==> config.mk <==
export PLATFORM = sky130hd
export DESIGN_NAME = chp_part_handoff
export DESIGN_NICKNAME = d
export VERILOG_FILES = /design/src/rtl/chp_pkg.sv /design/src/rtl/chp_part_handoff.sv
export SDC_FILE = /design/constraint.sdc
export NUM_CORES = 1
export LEC_CHECK = 0
export BUFFER_PORTS_ARGS = -buffer_cell sky130_fd_sc_hd__buf_2
export CAP_MARGIN = 20
export CORE_MARGIN = 2
export CORE_UTILIZATION = 50
export DETAILED_ROUTE_END_ITERATION = 8
export PLACE_DENSITY = 0.67
export SYNTH_ARGS = -nofsm -noshare
export SYNTH_HDL_FRONTEND = slang
export SYNTH_SLANG_ARGS = --single-unit
==> constraint.sdc <==
create_clock -name clk -period 5.91 [get_ports clk]
set_clock_uncertainty 0.1 [all_clocks]
set_input_delay 1.182 -clock clk [delete_from_list [all_inputs] [get_ports clk]]
set_output_delay 1.182 -clock clk [all_outputs]
set_load 0.01 [all_outputs]
==> src/rtl/chp_pkg.sv <==
package chp_pkg;
  localparam int ADDR_W = 8;
  localparam int DATA_W = 32;
  localparam int ROW_W = 8;

  localparam logic [7:0] OFF_ENH_CTL = 8'h00;
  localparam logic [7:0] OFF_PART_SPLIT = 8'h04;
  localparam logic [7:0] OFF_PTR_A = 8'h08;
  localparam logic [7:0] OFF_PTR_B = 8'h0c;
  localparam logic [7:0] OFF_LEN_A = 8'h10;
  localparam logic [7:0] OFF_LEN_B = 8'h14;
  localparam logic [7:0] OFF_LIVE_PTR_A = 8'h18;
  localparam logic [7:0] OFF_LIVE_PTR_B = 8'h1c;
  localparam logic [7:0] OFF_LIVE_LEN_A = 8'h20;
  localparam logic [7:0] OFF_LIVE_LEN_B = 8'h24;
  localparam logic [7:0] OFF_FA_STATUS = 8'h28;
  localparam logic [7:0] OFF_FA_MASK = 8'h2c;
  localparam logic [7:0] OFF_FA_IDENT = 8'h30;
  localparam logic [7:0] OFF_SURF_A = 8'h34;
  localparam logic [7:0] OFF_SURF_B = 8'h38;

  // Control bits
  localparam int CTL_CONTRAST_EN = 0;
  localparam int CTL_FAST_ACCESS = 1;
  localparam int CTL_APPLY_EN = 2;
  localparam int CTL_W = 3;

  // Part split fields
  localparam int PS_A_END_LSB = 8;
  localparam int PS_B_END_LSB = 24;

  // Status bit positions, part A then part B
  localparam int ST_HIST_READY = 0;
  localparam int ST_LOAD_TABLE = 2;
  localparam int ST_COPY_DONE = 4;
  localparam int ST_W = 6;
  localparam int ID_LATE = 6;
  localparam int ID_W = 7;

  localparam logic [CTL_W-1:0] CTL_RESET = 3'h0;
  localparam logic [ID_W-1:0] MASK_RESET = 7'h7f;
  localparam logic [DATA_W-1:0] WORD_RESET = 32'h0000_0000;

  typedef enum logic {CHP_PART_A, CHP_PART_B} chp_part_t;
endpackage : chp_pkg

==> src/rtl/chp_part_handoff.sv <==
// The implementer's own choices: the placing of the registers and the plain strobed port.
`timescale 1ns/100ps
`default_nettype none
module chp_part_handoff (
  input wire logic clk,
  input wire logic arst_n,
  input wire logic [chp_pkg::ADDR_W-1:0] addr,
  input wire logic [chp_pkg::DATA_W-1:0] wdata,
  input wire logic wr,
  input wire logic rd,
  output logic [chp_pkg::DATA_W-1:0] rdata,
  input wire logic frame_start,
  input wire logic row_done,
  input wire logic table_load_done,
  output logic readout_start,
  output logic [chp_pkg::DATA_W-1:0] readout_ptr,
  output logic [chp_pkg::DATA_W-1:0] readout_len,
  output logic table_apply,
  output logic table_part,
  output logic active_part,
  output logic irq
);
  import chp_pkg::*;

  logic [CTL_W-1:0] ctl;
  logic [DATA_W-1:0] part_split, ptr_a, ptr_b, len_a, len_b;
  logic [DATA_W-1:0] live_split, live_ptr_a, live_ptr_b, live_len_a, live_len_b;
  logic [DATA_W-1:0] surf_a, surf_b;
  logic [ST_W-1:0] status;
  logic [ID_W-1:0] mask, ident;
  logic [ROW_W-1:0] row_cnt;
  chp_part_t part;
  logic apply_busy;

  wire wr_status = wr && (addr == OFF_FA_STATUS);
  wire wr_ident = wr && (addr == OFF_FA_IDENT);
  wire run = ctl[CTL_CONTRAST_EN] && ctl[CTL_FAST_ACCESS];
  wire is_b = (part == CHP_PART_B);
  wire [ROW_W-1:0] a_end = live_split[PS_A_END_LSB +: ROW_W];
  wire [ROW_W-1:0] b_end = live_split[PS_B_END_LSB +: ROW_W];
  // Part end when the last zero-based row of the current part completes
  wire part_end = run && row_done &&
    (row_cnt == (is_b ? b_end : a_end));
  wire [1:0] part_sel = is_b ? 2'h2 : 2'h1;
  wire [1:0] hr_set = part_end ? part_sel : 2'h0;
  wire [1:0] hr_clr = wr_status ? wdata[ST_HIST_READY +: 2] : 2'h0;
  wire [1:0] ld_set = wr_status ? wdata[ST_LOAD_TABLE +: 2] : 2'h0;
  wire [1:0] ld_clr = (apply_busy && table_load_done) ?
    (table_part ? 2'h2 : 2'h1) : 2'h0;
  wire [1:0] cd_set = wr_status ? wdata[ST_COPY_DONE +: 2] : 2'h0;
  // Unread histogram at part end, or a table request already pending
  wire late = (|(hr_set & status[ST_HIST_READY +: 2])) ||
    (|(ld_set & status[ST_LOAD_TABLE +: 2]));
  wire [1:0] next_hr = (status[ST_HIST_READY +: 2] & ~hr_clr) | hr_set;
  wire [1:0] next_ld = (status[ST_LOAD_TABLE +: 2] & ~ld_clr) | ld_set;
  wire [ST_W-1:0] next_status = {2'h0, next_ld, next_hr};
  wire [ID_W-1:0] id_set = {late, cd_set, ld_set, hr_set};
  wire [ID_W-1:0] id_clr = wr_ident ? wdata[ID_W-1:0] : {ID_W{1'b0}};
  // Set beats a same-cycle software clear so no event is lost
  wire [ID_W-1:0] next_ident = (ident & ~id_clr) | id_set;
  wire want_a = status[ST_LOAD_TABLE] && !apply_busy;
  wire want_b = status[ST_LOAD_TABLE+1] && !apply_busy;
  wire start_apply = ctl[CTL_APPLY_EN] && (want_a || want_b);

  logic [DATA_W-1:0] next_rdata;
  always_comb begin
    unique case (addr)
      OFF_ENH_CTL: next_rdata = {{(DATA_W-CTL_W){1'b0}}, ctl};
      OFF_PART_SPLIT: next_rdata = part_split;
      OFF_PTR_A: next_rdata = ptr_a;
      OFF_PTR_B: next_rdata = ptr_b;
      OFF_LEN_A: next_rdata = len_a;
      OFF_LEN_B: next_rdata = len_b;
      OFF_LIVE_PTR_A: next_rdata = live_ptr_a;
      OFF_LIVE_PTR_B: next_rdata = live_ptr_b;
      OFF_LIVE_LEN_A: next_rdata = live_len_a;
      OFF_LIVE_LEN_B: next_rdata = live_len_b;
      OFF_FA_STATUS: next_rdata = {{(DATA_W-ST_W){1'b0}}, status};
      OFF_FA_MASK: next_rdata = {{(DATA_W-ID_W){1'b0}}, mask};
      OFF_FA_IDENT: next_rdata = {{(DATA_W-ID_W){1'b0}}, ident};
      OFF_SURF_A: next_rdata = surf_a;
      OFF_SURF_B: next_rdata = surf_b;
      default: next_rdata = WORD_RESET;
    endcase
  end

  always_ff @(posedge clk or negedge arst_n) begin
    if (!arst_n) begin
      ctl <= CTL_RESET;
      part_split <= WORD_RESET;
      ptr_a <= WORD_RESET;
      ptr_b <= WORD_RESET;
      len_a <= WORD_RESET;
      len_b <= WORD_RESET;
      surf_a <= WORD_RESET;
      surf_b <= WORD_RESET;
      mask <= MASK_RESET;
    end else if (wr) begin
      if (addr == OFF_ENH_CTL) ctl <= wdata[CTL_W-1:0];
      if (addr == OFF_PART_SPLIT) part_split <= wdata;
      if (addr == OFF_PTR_A) ptr_a <= wdata;
      if (addr == OFF_PTR_B) ptr_b <= wdata;
      if (addr == OFF_LEN_A) len_a <= wdata;
      if (addr == OFF_LEN_B) len_b <= wdata;
      if (addr == OFF_SURF_A) surf_a <= wdata;
      if (addr == OFF_SURF_B) surf_b <= wdata;
      if (addr == OFF_FA_MASK) mask <= wdata[ID_W-1:0];
    end
  end

  // Settings take effect at frame start so a frame never mixes two splits
  always_ff @(posedge clk or negedge arst_n) begin
    if (!arst_n) begin
      live_split <= WORD_RESET;
      live_ptr_a <= WORD_RESET;
      live_ptr_b <= WORD_RESET;
      live_len_a <= WORD_RESET;
      live_len_b <= WORD_RESET;
    end else if (frame_start) begin
      live_split <= part_split;
      live_ptr_a <= ptr_a;
      live_ptr_b <= ptr_b;
      live_len_a <= len_a;
      live_len_b <= len_b;
    end
  end

  always_ff @(posedge clk or negedge arst_n) begin
    if (!arst_n) begin
      row_cnt <= '0;
      part <= CHP_PART_A;
    end else if (frame_start) begin
      row_cnt <= '0;
      part <= CHP_PART_A;
    end else if (run && row_done) begin
      row_cnt <= row_cnt + 8'h01;
      if (part_end) part <= is_b ? CHP_PART_A : CHP_PART_B;
    end
  end

  always_ff @(posedge clk or negedge arst_n) begin
    if (!arst_n) begin
      status <= '0;
      ident <= '0;
    end else begin
      status <= next_status;
      ident <= next_ident;
    end
  end

  always_ff @(posedge clk or negedge arst_n) begin
    if (!arst_n) begin
      readout_start <= 1'b0;
      readout_ptr <= WORD_RESET;
      readout_len <= WORD_RESET;
    end else begin
      readout_start <= part_end;
      if (part_end) begin
        readout_ptr <= is_b ? live_ptr_b : live_ptr_a;
        readout_len <= is_b ? live_len_b : live_len_a;
      end
    end
  end

  always_ff @(posedge clk or negedge arst_n) begin
    if (!arst_n) begin
      apply_busy <= 1'b0;
      table_apply <= 1'b0;
      table_part <= 1'b0;
    end else begin
      table_apply <= start_apply;
      if (start_apply) begin
        apply_busy <= 1'b1;
        table_part <= !want_a; // Part A first if both pending
      end else if (table_load_done) begin
        apply_busy <= 1'b0;
      end
    end
  end

  always_ff @(posedge clk or negedge arst_n) begin
    if (!arst_n) begin
      rdata <= WORD_RESET;
      irq <= 1'b0;
      active_part <= 1'b0;
    end else begin
      rdata <= rd ? next_rdata : WORD_RESET;
      irq <= |(next_ident & ~mask);
      active_part <= (part == CHP_PART_B);
    end
  end

  hr_set_end_a: assert property (@(posedge clk) disable iff (!arst_n)
    part_end && !is_b |=> status[ST_HIST_READY])
    else $error("histogram ready A not set at part end");
  cd_clear_now_a: assert property (@(posedge clk) disable iff (!arst_n)
    status[ST_COPY_DONE +: 2] == 2'h0)
    else $error("copy done status not cleared at once");
  cd_ident_set_a: assert property (@(posedge clk) disable iff (!arst_n)
    wr_status && wdata[ST_COPY_DONE] |=> ident[ST_COPY_DONE])
    else $error("copy done identity not latched");
  late_sticky_a: assert property (@(posedge clk) disable iff (!arst_n)
    ident[ID_LATE] && !(wr_ident && wdata[ID_LATE]) |=> ident[ID_LATE])
    else $error("late identity bit dropped");
  irq_mask_a: assert property (@(posedge clk) disable iff (!arst_n)
    ##1 irq == |($past(next_ident) & ~$past(mask)))
    else $error("interrupt does not follow unmasked identity");
  part_alt_a: assert property (@(posedge clk) disable iff (!arst_n)
    part_end && !frame_start |=> part != $past(part))
    else $error("part did not alternate at part end");
  readout_len_a: assert property (@(posedge clk) disable iff (!arst_n)
    part_end && is_b |=> readout_start && readout_len == $past(live_len_b))
    else $error("readout length not taken from part B");
  apply_pulse_a: assert property (@(posedge clk) disable iff (!arst_n)
    table_apply |-> ctl[CTL_APPLY_EN] || $past(ctl[CTL_APPLY_EN]))
    else $error("table applied while application off");
  ld_hold_a: assert property (@(posedge clk) disable iff (!arst_n)
    status[ST_LOAD_TABLE] && !(apply_busy && table_load_done && !table_part)
      |=> status[ST_LOAD_TABLE])
    else $error("load table A cleared before load completed");
  first_part_a: assert property (@(posedge clk) disable iff (!arst_n)
    frame_start |=> part == CHP_PART_A && row_cnt == 8'h00)
    else $error("frame did not restart in part A");
endmodule : chp_part_handoff
`default_nettype wire

* Word-level counts from Yosys, hierarchy flattened *
Cells that the tools add are included.

storage, ports and cells
  register bits = 516
  output and inout bits = 101

cells by class
  add/sub/neg operators = 1
  equality and inequality tests = 15
  muxes and demuxes = 21
  bitwise gates (word level) = 13
  reductions and logical operators = 30

operators by type and width
  kind                 number
  $pmux 32 s15         1
  $mux 32              3
  $eq 8x6->1 const B   7
  $eq 8x5->1 const B   4
  $mux 8               3
  $reduce_and 2->1     10
  $eq 8x4->1 const B   2
  $and 7x7->7          2
  $mux 2               7
  $not 7->7            2
  $logic_and 1x1->1    9
  $add 8x1->8 const B  1
  $and 2x2->2          4
  $eq 8x3->1 const B   1
  $eq 8x8->1           1
  $logic_not 8->1      1
  $mux 7               1
  $or 7x7->7           1
  $reduce_or 7->1      1
  $mux 1               6
  $reduce_bool 2->1    3
  $not 2->2            2
  $or 2x2->2           2
  $reduce_or 2->1      2
  other kinds (2)      4

* Logic depth before layout (Yosys ltp) *
Gate-level depths: netlist (run 1).

  depth after elaboration = 10
  gate-level depth with buffers = 10

* Worst setup path before layout (run 1) *
No wires, ideal clock.

  path kind = input-to-reg
  start point = in addr[4] (netlist name)
  end point = reg ptr_b[25]
  setup time = 0.125 ns
  arrival = 2.865 ns
  slack = 2.820 ns
  cell stages on the path = 7
  path buffers = 3
  cells stage by stage = buf_2 or4_1 buf_2 nor2_2 nand2_1 clkbuf_1 mux2_2

between the ends
  longest elaborated chain between the ends = 2

RTL lines
  item                               RTL line                 source
  start: declaration                 chp_part_handoff.sv:7    input wire logic [chp_pkg::ADDR_W-1:0] addr,
  $eq 8x4->1                         chp_part_handoff.sv:102  if (addr == OFF_PTR_B) ptr_b <= wdata;
  $reduce_and 2->1 (no source line)  n/a
  end signal: assignment             chp_part_handoff.sv:102
  end: declaration                   chp_part_handoff.sv:26   logic [DATA_W-1:0] part_split, ptr_a, ptr_b, len_a, len_b;

No other way between the ends.
A chain may end at the register's enable or synchronous reset.

* Final worst setup path (run 1) *
  start point = reg part (netlist: is_b)
  end point = reg readout_len[21] (netlist name)

between the ends
  longest elaborated chain between the ends = 3
  elaborated cells on any way between the ends = 4

RTL lines
  item                      RTL line                 source
  start: declaration        chp_part_handoff.sv:32   chp_part_t part;
  start signal: assignment  chp_part_handoff.sv:137  if (part_end) part <= is_b ? CHP_PART_A : CHP_PART_B;
  $mux 8                    chp_part_handoff.sv:43   (row_cnt == (is_b ? b_end : a_end));
  $eq 8x8->1                chp_part_handoff.sv:43
  $logic_and 1x1->1         chp_part_handoff.sv:42   wire part_end = run && row_done &&
  end signal: assignment    chp_part_handoff.sv:160  readout_len <= is_b ? live_len_b : live_len_a;
  end: declaration          chp_part_handoff.sv:17   output logic [chp_pkg::DATA_W-1:0] readout_len,

Several ways; a longest one is shown, not always the timed one.

==> results.toml, run 1 <==
[logic_synthesis]
synth_top_cells_by_area = "dfrtp_1 (57%), mux2_2 (19%), mux2i_1 (4.7%)"
synthesis.nets = 1741
synth_edf_count = 0
synth_top_flop_cell = "dfrtp_1"
yosys_warnings = 0
synth_cells = 1693
synth_top_area_cell = "dfrtp_1"
synthArstFlopShare_pct = 100.0
synth_cell_types = 62
avgSynthCellArea_um2 = 12.87
yosysSeqAreaShare_pct = 57.47
synth_top_area_share_pct = 56.63
syn_area_mm2 = 0.02179
synth-seq-cells = 500

[worst_setup_path]
cp-endpoint = "readout_len[21]$_DFFE_PN0N_"
rrSetupSlack_ps = 2050
cp-startpoint = "is_b$_DFFE_PN0P_"
worst_r2r_endpoint = "readout_len[21]$_DFFE_PN0N_"
start_kind = "register"
r2r_start = "is_b$_DFFE_PN0P_"
worstSetupPathType = "reg2reg"
cp_data_required_time_ps = 6250
arrival_ps = 4200
critPathCaptureType = "register"
reg2reg_depth = 7
worst-path-max-fanout = 84

[routing]
wl_per_cell_um = 26.79
ant_nets = 0
wl_met3_mm = 5.594
drc = 0
highest_layer = "met5"
dr_wl_met2_mm = 30.56
drt_iter0_drc = 1519
wirelength_mm = 65.77
m1WireLength_mm = 27.40
avgViaCountPerCell = 6.271
firstDrtPassIters = 8
vias = 15400

[global_routing]
grt_usage_pct = 29.40
grt_overflow_total = 0
grt_pass1_wl_mm = 98.36
antenna_found_initial = 2
first_global_vias = 15440
grt_max_degree = 152

[sta]
fin_setup_tns_ps = 0
tightest_slew_ps = 1056
rsz0062_at_grt = "no"
whs_ps = 374.3
setup_viol = 0
max_freq_mhz = 259.0
hold_viol = 0
relSlewSlack_pct = 29.63
timing.final.crit_share_pct = 65.33
finalCriticalPeriod_ps = 3861
fin_ws_ps = 2049
drv_slew = 0

[cts]
cts_tree = "built"
root_buffer = "clkbuf_16"
clock_path_buffers = 3
clk_pin_slew_ps = 60
cts-htree-levels = 2
cts_buffers = 52
cts_sinks = 500
clkLatencyLatePin_ps = 600
post-cts-setup-buffers = 0
cts_hold_buffers = 0
ctsResizeCount = 0

[cells_and_area]
area.growth.synth_to_final_pct = 14.42
multi_input_area_mm2 = 0.008777
stdcell_count = 2455
seqCellArea_mm2 = 0.01252
layout.nets = 1882
fin_util_pct = 57.87
final_cell_area_mm2 = 0.02493
drive_above_1_share_pct = 36.01
fill_cells = 3550

[placement]
placedCellCount = 2364
port-buffer-count = 147
placed_area_mm2 = 0.02328
hpwl_mm = 42.58
dp_worst_setup_slack_ps = 1615
gp_congestion = 0.8743

[min_path]
hold_path_class = "reg2reg"
hold_start = "readout_len[31]$_DFFE_PN0N_"

[pwr]
power_density_mw_per_mm2 = 292.8
fin_total_pwr_mw = 7.299
vdd_drop_max_mv = 0.2126
power.leakage_nw = 11.73

[floorplan]
die_area_mm2 = 0.04526
core_area_mm2 = 0.04308
start_util_pct = 50.58
die_width_um = 212.7
fp-row-count = 76
die_h_um = 212.7
pin_count = 148

[job]
max_cap_viol_count = 0

[outcome]
status = "finished clean"
-- worst min path at each step --
stage                                             end  slack, ps  cells past startpoint
after global routing      readout_len[13]$_DFFE_PN0N_        390                      2
after detailed placement   readout_ptr[0]$_DFFE_PN0N_        370                      2
after CTS                  readout_ptr[0]$_DFFE_PN0N_        380                      2
after floorplan                 active_part$_DFF_PN0_        250                      0
final                     readout_len[31]$_DFFE_PN0N_        370                      2
after global placement     readout_len[6]$_DFFE_PN0N_        360                      2
-- sequential cells by signal, indices dropped and copies added (netlist names), 3 cells and up --
register     flops
len_a           32
len_b           32
live_len_a      32
live_len_b      32
live_ptr_a      32
live_ptr_b      32
part_split      32
ptr_a           32
ptr_b           32
rdata           32
readout_len     32
readout_ptr     32
surf_a          32
surf_b          32
live_split      16
row_cnt          8
ident            7
mask             7
status           4
ctl              3
-- cell usage in the layout (no fill, tap or decap), types with 16 or more instances in the layout --
cell type and n:
clkbuf_1 16, dfrtp_1 492, a221oi_1 18, mux2_2 366, o21ai_0 102, nor2_1 55, a21oi_1 37, a31oi_1 22
o22ai_1 16, buf_2 145, mux2i_1 102, a222oi_1 26, buf_4 50, clkbuf_16 53, a22oi_1 46, a22o_1 24
nand2_1 134
-- worst max-delay path: stages, from the launching register on --
cell and delay, ps:
dfrtp_4 1010, mux2i_1 460, xnor2_1 110, nor4_1 480, nand4_4 600, buf_4 540, nand2_1 160, o21ai_0 100
-- where the power goes --
group | total, mW | internal (mW) | leakage (nW) | switching, mW
Sequential | 3.67 | 3.56 | 6.88 | 0.107
Combinational | 0.445 | 0.175 | 4.05 | 0.269
Clock | 3.19 | 1.84 | 0.798 | 1.35
Total | 7.30 | 5.57 | 11.7 | 1.72
-- Yosys cell counts, drive strengths merged, types with 25 or more instances --
master  count
nor2       62
a22oi      46
a22o       25
nand2     138
mux2      366
mux2i     102
clkbuf     72
a222oi     26
dfrtp     493
o21ai     102
a21oi      37
buf        43
-- cells by family after synthesis --
group                    Yosys count  synth area share [%]
AO/OA/AOI/OAI                    317                 9.786
adder cells (fa/ha/maj)            1               0.05742
XOR/XNOR                          16                0.6432
buffers and inverters            125                 2.424
multiplexers                     473                 24.12
AND/OR/NAND/NOR                  261                 5.496
flip-flops                       500                 57.47
-- routing by layer --
layer	global-route usage, %	vias up
met5	0	-
met4	10.06	2
met3	5.413	161
met2	46.32	707
met1	41.22	8014
li1	-	6512
-- final cells by class --
type | count | area share (%)
timing repair buffer | 202 | 4.924
multi-input combinational | 1068 | 35.21
clock inverter | 11 | 0.4618
sequential | 500 | 50.25
clock buffer | 78 | 6.059
antenna | 1 | 0.01004
tap | 585 | 2.936
inverter | 10 | 0.1506
(Power assumes the default switching activity.)
==> run 2, diff against run 1 <==
Clock period 5.91 ns to 4 ns, I/O delays scaled along.
==> results.toml, run 2 (synthesis gave the netlist of run 1 again) <==
[cts]
post-cts-setup-buffers = 0
cts_buffers = 53
cts_tree = "built"
clk_pin_slew_ps = 60
cts-htree-levels = 2
cts_hold_buffers = 0
clock_path_buffers = 3
root_buffer = "clkbuf_16"
cts_sinks = 500
clkLatencyLatePin_ps = 590
ctsResizeCount = 0

[routing]
avgViaCountPerCell = 6.257
drc = 0
vias = 15540
wl_per_cell_um = 26.68
drt_iter0_drc = 1647
ant_nets = 0
firstDrtPassIters = 8
wirelength_mm = 66.25

[pwr]
power_density_mw_per_mm2 = 447.5
vdd_drop_max_mv = 0.4029
power.leakage_nw = 11.99
fin_total_pwr_mw = 11.37

[sta]
rsz0062_at_grt = "no"
drv_slew = 0
whs_ps = 65.97
finalCriticalPeriod_ps = 2990
tightest_slew_ps = 827.9
timing.final.crit_share_pct = 74.75
setup_viol = 0
fin_ws_ps = 1010
max_freq_mhz = 334.4
hold_viol = 0
fin_setup_tns_ps = 0
relSlewSlack_pct = 44.81

[worst_setup_path]
critPathCaptureType = "register"
cp_slowest_stage_delay_ps = 810
arrival_ps = 3310
start_kind = "register"
worstSetupPathType = "reg2reg"
cp_data_required_time_ps = 4320
path_buf_inv = 1
critPathTopFamily = "flip-flops"
worst-path-max-fanout = 84
crit_slowest_cell = "dfrtp_4"
crit_chain = "mux2i_1 -> xnor2_1 -> nor4_1 -> nand4_4 -> buf_4 -> nand2_1 -> o21ai_0"

[outcome]
status = "finished clean"

[global_routing]
antenna_found_initial = 0
grt_overflow_total = 0
first_global_vias = 15550
grt_usage_pct = 29.72
grt_max_degree = 85
grt_pass1_wl_mm = 99.71

[floorplan]
die_area_mm2 = 0.04526
die_h_um = 212.7
pin_count = 148
start_util_pct = 50.58
die_width_um = 212.7
fp-row-count = 76
core_area_mm2 = 0.04308

[placement]
hpwl_mm = 43.76
gp_congestion = 0.8997
dp_worst_setup_slack_ps = 663.0
placed_area_mm2 = 0.02351
port-buffer-count = 147

[cells_and_area]
fill_cells = 3515
diodes = 0
multi_input_area_mm2 = 0.008775
final_common_cell = "dfrtp_1"
layout.nets = 1906
drive_above_1_share_pct = 37.36
final_cell_area_mm2 = 0.02540
area.growth.synth_to_final_pct = 16.60
seqCellArea_mm2 = 0.01252
layout_common_cells = "dfrtp_1 (492), mux2_2 (366), buf_2 (145)"

[job]
max_cap_viol_count = 0

[min_path]
hold_path_class = "in2async"
## run 2: cell types whose count changed in the layout (fill, tap and decap cells not counted), moves of 2 or more
| cell | delta |
|---|---|
| buf_4 | +20 |
| clkbuf_1 | -8 |
| clkbuf_8 | +7 |
| bufinv_16 | +5 |
| buf_12 | +3 |
| clkbuf_16 | +2 |
## run 2: power by group
part / switching (mW) / leakage, nW / internal [mW]
clock: 2.03 / 0.940 / 3.25
combinational: 0.399 / 4.17 / 0.268
sequential: 0.161 / 6.88 / 5.26
total: 2.59 / 12.0 / 8.78
## run 2: worst register-to-register path, cell delays in order (launching register included)
cell,delay [ps]
dfrtp_4,810
mux2i_1,550
xnor2_1,110
nor4_1,430
nand4_4,140
buf_4,330
nand2_1,240
o21ai_0,110
## run 2: final cells by class
type | instances | area share (%)
flip-flops and latches | 500 | 49.30
inverters | 10 | 0.1478
clock buffers | 79 | 6.403
repair buffers | 225 | 5.659
well taps | 585 | 2.881
multi-input cells | 1068 | 34.54
clock inverters | 16 | 1.064
## run 2: worst paths after layout
check | startpoint | end | slack [ps] | depth (start not counted)
max in group asynchronous | arst_n | ptr_a[18]$_DFFE_PN0P_ | 2680 | 2
min in group clk | table_load_done | apply_busy$_DFFE_PN0P_ | 340 | 2
max reg2reg | is_b$_DFFE_PN0P_ | readout_len[15]$_DFFE_PN0N_ | 1010 | 7
min | arst_n | status[2]$_DFF_PN0_ | 70 | 1
min reg2reg | readout_len[10]$_DFFE_PN0N_ | readout_len[10]$_DFFE_PN0N_ | 370 | 2
max | is_b$_DFFE_PN0P_ | readout_len[15]$_DFFE_PN0N_ | 1010 | 7
## run 2: metal layers
layer / part of all wire [%] / GRT usage (%) / up-vias
met5: 0 / 0 / -
met4: 3.7 / 10.71 / 0
met3: 7.9 / 5.265 / 170
met2: 46 / 46.08 / 737
met1: 43 / 42.21 / 8052
li1: - / - / 6577
## run 2: per-stage QoR
step                util (%)  cells
floorplan                  -   1693
global placement       54.57   2388
detailed placement     54.57   2388
CTS                    58.97   2483
global route           58.97   2483
finish                 58.97   2483
==> run 3, diff against run 2 <==
Settings changed: ABC_AREA set to 1, PLACE_DENSITY 0.67 to 0.69.
Clock period 4 ns to 2.75 ns, I/O delays scaled along.
==> results.toml, run 3 <==
[min_path]
hold_depth = 2
hold_path_class = "in2reg"

[routing]
wl_per_cell_um = 19.27
firstDrtPassIters = 6
avgViaCountPerCell = 5.481
wirelength_mm = 63.42
drc = 0
drt_iter0_drc = 1631
vias = 18040
ant_nets = 0

[job]
max_cap_viol_count = 0

[worst_setup_path]
cp_slowest_stage_delay_ps = 420
start_kind = "register"
path_depth = 11
critPathTopFamily = "simple AND/OR/NAND/NOR gates"
crit_top_cell = "nand2_1"
reg2reg_depth = 11
worstSetupPathType = "reg2reg"
worst-path-max-fanout = 23
path_buf_inv = 2
arrival_ps = 2880
crit_slowest_cell = "dfrtp_1"
critPathCaptureType = "register"
crit_chain = "inv_4 -> nand2_1 -> nand3_1 -> nand2_1 -> nor2_1 -> nand2_1 -> nor2_2 -> and2_4 -> buf_4 -> nand3_1 -> o211ai_2"
cp_data_required_time_ps = 3160

[logic_synthesis]
syn_area_mm2 = 0.02213
synth_cells = 2519
synth_top_area_share_pct = 55.75
synth.most_common_cell = "nand2_1"
synth_cell_types = 33
avgSynthCellArea_um2 = 8.785
synth-seq-cells = 500
yosysSeqAreaShare_pct = 56.58
synth_top_area_cell = "dfrtp_1"
synthArstFlopShare_pct = 100.0
synthesis.nets = 2567
synth_top_flop_cell = "dfrtp_1"
synth_common_cells = "nand2_1 (716), dfrtp_1 (493), o21ai_0 (422), inv_1 (294), clkbuf_1 (105)"
synth_edf_count = 0
yosys_warnings = 0
synth_top_cells_by_area = "dfrtp_1 (56%), nand2_1 (12%), o21ai_0 (9.5%)"

[placement]
gp_congestion = 0.8815
placedCellCount = 3196
placed_area_mm2 = 0.02384
dp_worst_setup_slack_ps = 213.9
hpwl_mm = 40.65
port-buffer-count = 147

[global_routing]
first_global_vias = 17850
grt_pass1_wl_mm = 100.4
antenna_found_initial = 1
grt_usage_pct = 27.89
grt_overflow_total = 0
grt_max_degree = 110

[cts]
post-cts-setup-buffers = 0
clkLatencyLatePin_ps = 600
clock_path_buffers = 3
cts_sinks = 500
cts-htree-levels = 2
cts_buffers = 52
cts_tree = "built"
root_buffer = "clkbuf_16"
clk_pin_slew_ps = 60

[floorplan]
pin_count = 148
fp-row-count = 77
die_width_um = 214.4
die_area_mm2 = 0.04596
die_h_um = 214.4
start_util_pct = 50.37
core_area_mm2 = 0.04393

[sta]
tightest_slew_ps = 636.3
relSlewSlack_pct = 57.58
drv_slew = 0
timing.final.crit_share_pct = 89.75
rsz0062_at_grt = "no"
hold_viol = 0
fin_setup_tns_ps = 0
max_freq_mhz = 405.2
fin_ws_ps = 281.8
setup_viol = 0
finalCriticalPeriod_ps = 2468

[pwr]
vdd_drop_max_mv = 0.4367
power.leakage_nw = 11.91
fin_total_pwr_mw = 15.92
power_density_mw_per_mm2 = 621.8

[cells_and_area]
drive_above_1_share_pct = 16.34
layout.nets = 2707
area.growth.synth_to_final_pct = 15.66
stdcell_count = 3291
final_cell_area_mm2 = 0.02559
layout_common_cells = "nand2_1 (709), dfrtp_1 (493), o21ai_0 (422)"
final_common_cell = "nand2_1"
diodes = 0

[outcome]
status = "finished clean"
run 3: cell count changes after synthesis, moves of 64 or more:
cell     before  now
mux2i_1     102    0
inv_1         9  294
mux2_2      366    0
nand3_1      15   79
o21ai_0     102  422
nand2_1     136  716
run 3: worst paths after layout:
kind / start / endpoint / slack (ps)
setup / recovery: is_b$_DFFE_PN0P_ / readout_len[3]$_DFFE_PN0N_ / 280
hold / removal: table_load_done / apply_busy$_DFFE_PN0P_ / 90
min in group asynchronous: arst_n / table_part$_DFFE_PN0P_ / 400
hold reg to reg: live_split[11]$_DFFE_PN0P_ / live_split[11]$_DFFE_PN0P_ / 390
max in group asynchronous: arst_n / readout_ptr[9]$_DFFE_PN0N_ / 1330
setup reg to reg: is_b$_DFFE_PN0P_ / readout_len[3]$_DFFE_PN0N_ / 280
run 3: through the flow:
step | utilization, % | hold slack [ps]
after floorplan | - | 154.4
after CTS | 58.26 | 79.10
final | 58.26 | 94.31
after global placement | 54.26 | 362.0
after global routing | 58.26 | 116.7
after detailed placement | 54.26 | 365.2
run 3: repair_timing:
item                                   4_1_cts  5_1_grt
endpoints found under the hold margin       31        0
hold buffers                                 1        0
resized for setup                            0        0
run 3: per-layer routing:
metal	GRT usage [%]	vias to the layer above	share of wire (%)
met2	45.05	664	47
met1	38.74	8814	43
li1	-	8436	-
met4	9.282	0	3.0
met3	4.454	124	7.3
met5	0	-	0
run 3: area by class of cell:
type	count	area [µm²]
Multi-Input combinational cell	1576	7859
Timing Repair Buffer	230	1603
Clock inverter	18	183.9
Sequential cell	500	12520
Inverter	299	1125
Fill cell	3894	18340
Tap cell	592	740.7
Clock buffer	76	1563
run 3: cell families (layout without fill, tap and decap cells):
| group | count (synthesis) | after routing | share of synthesized area [%] |
|---|---|---|---|
| and+or+nand+nor | 952 | 952 | 17.84 |
| adders and majority gates | 1 | 1 | 0.05653 |
| DFF | 500 | 500 | 56.58 |
| AOI/OAI and AO/OA | 622 | 622 | 17.35 |
| xor gates and xnor gates | 1 | 1 | 0.03959 |
| buffers and inverters | 443 | 623 | 8.131 |
run 3: worst register-to-register path: cells and delay by family (launching register included):
kind	cells	cell delay, ps
simple gates	8	1150
flops	1	420
compound gates	1	90
buf+inv	2	610
run 3: power breakdown:
part           switching (mW)  internal [mW]  leakage [nW]
Clock                    2.97           4.21         0.878
Sequential              0.220           7.68          6.56
Combinational           0.575          0.261          4.47
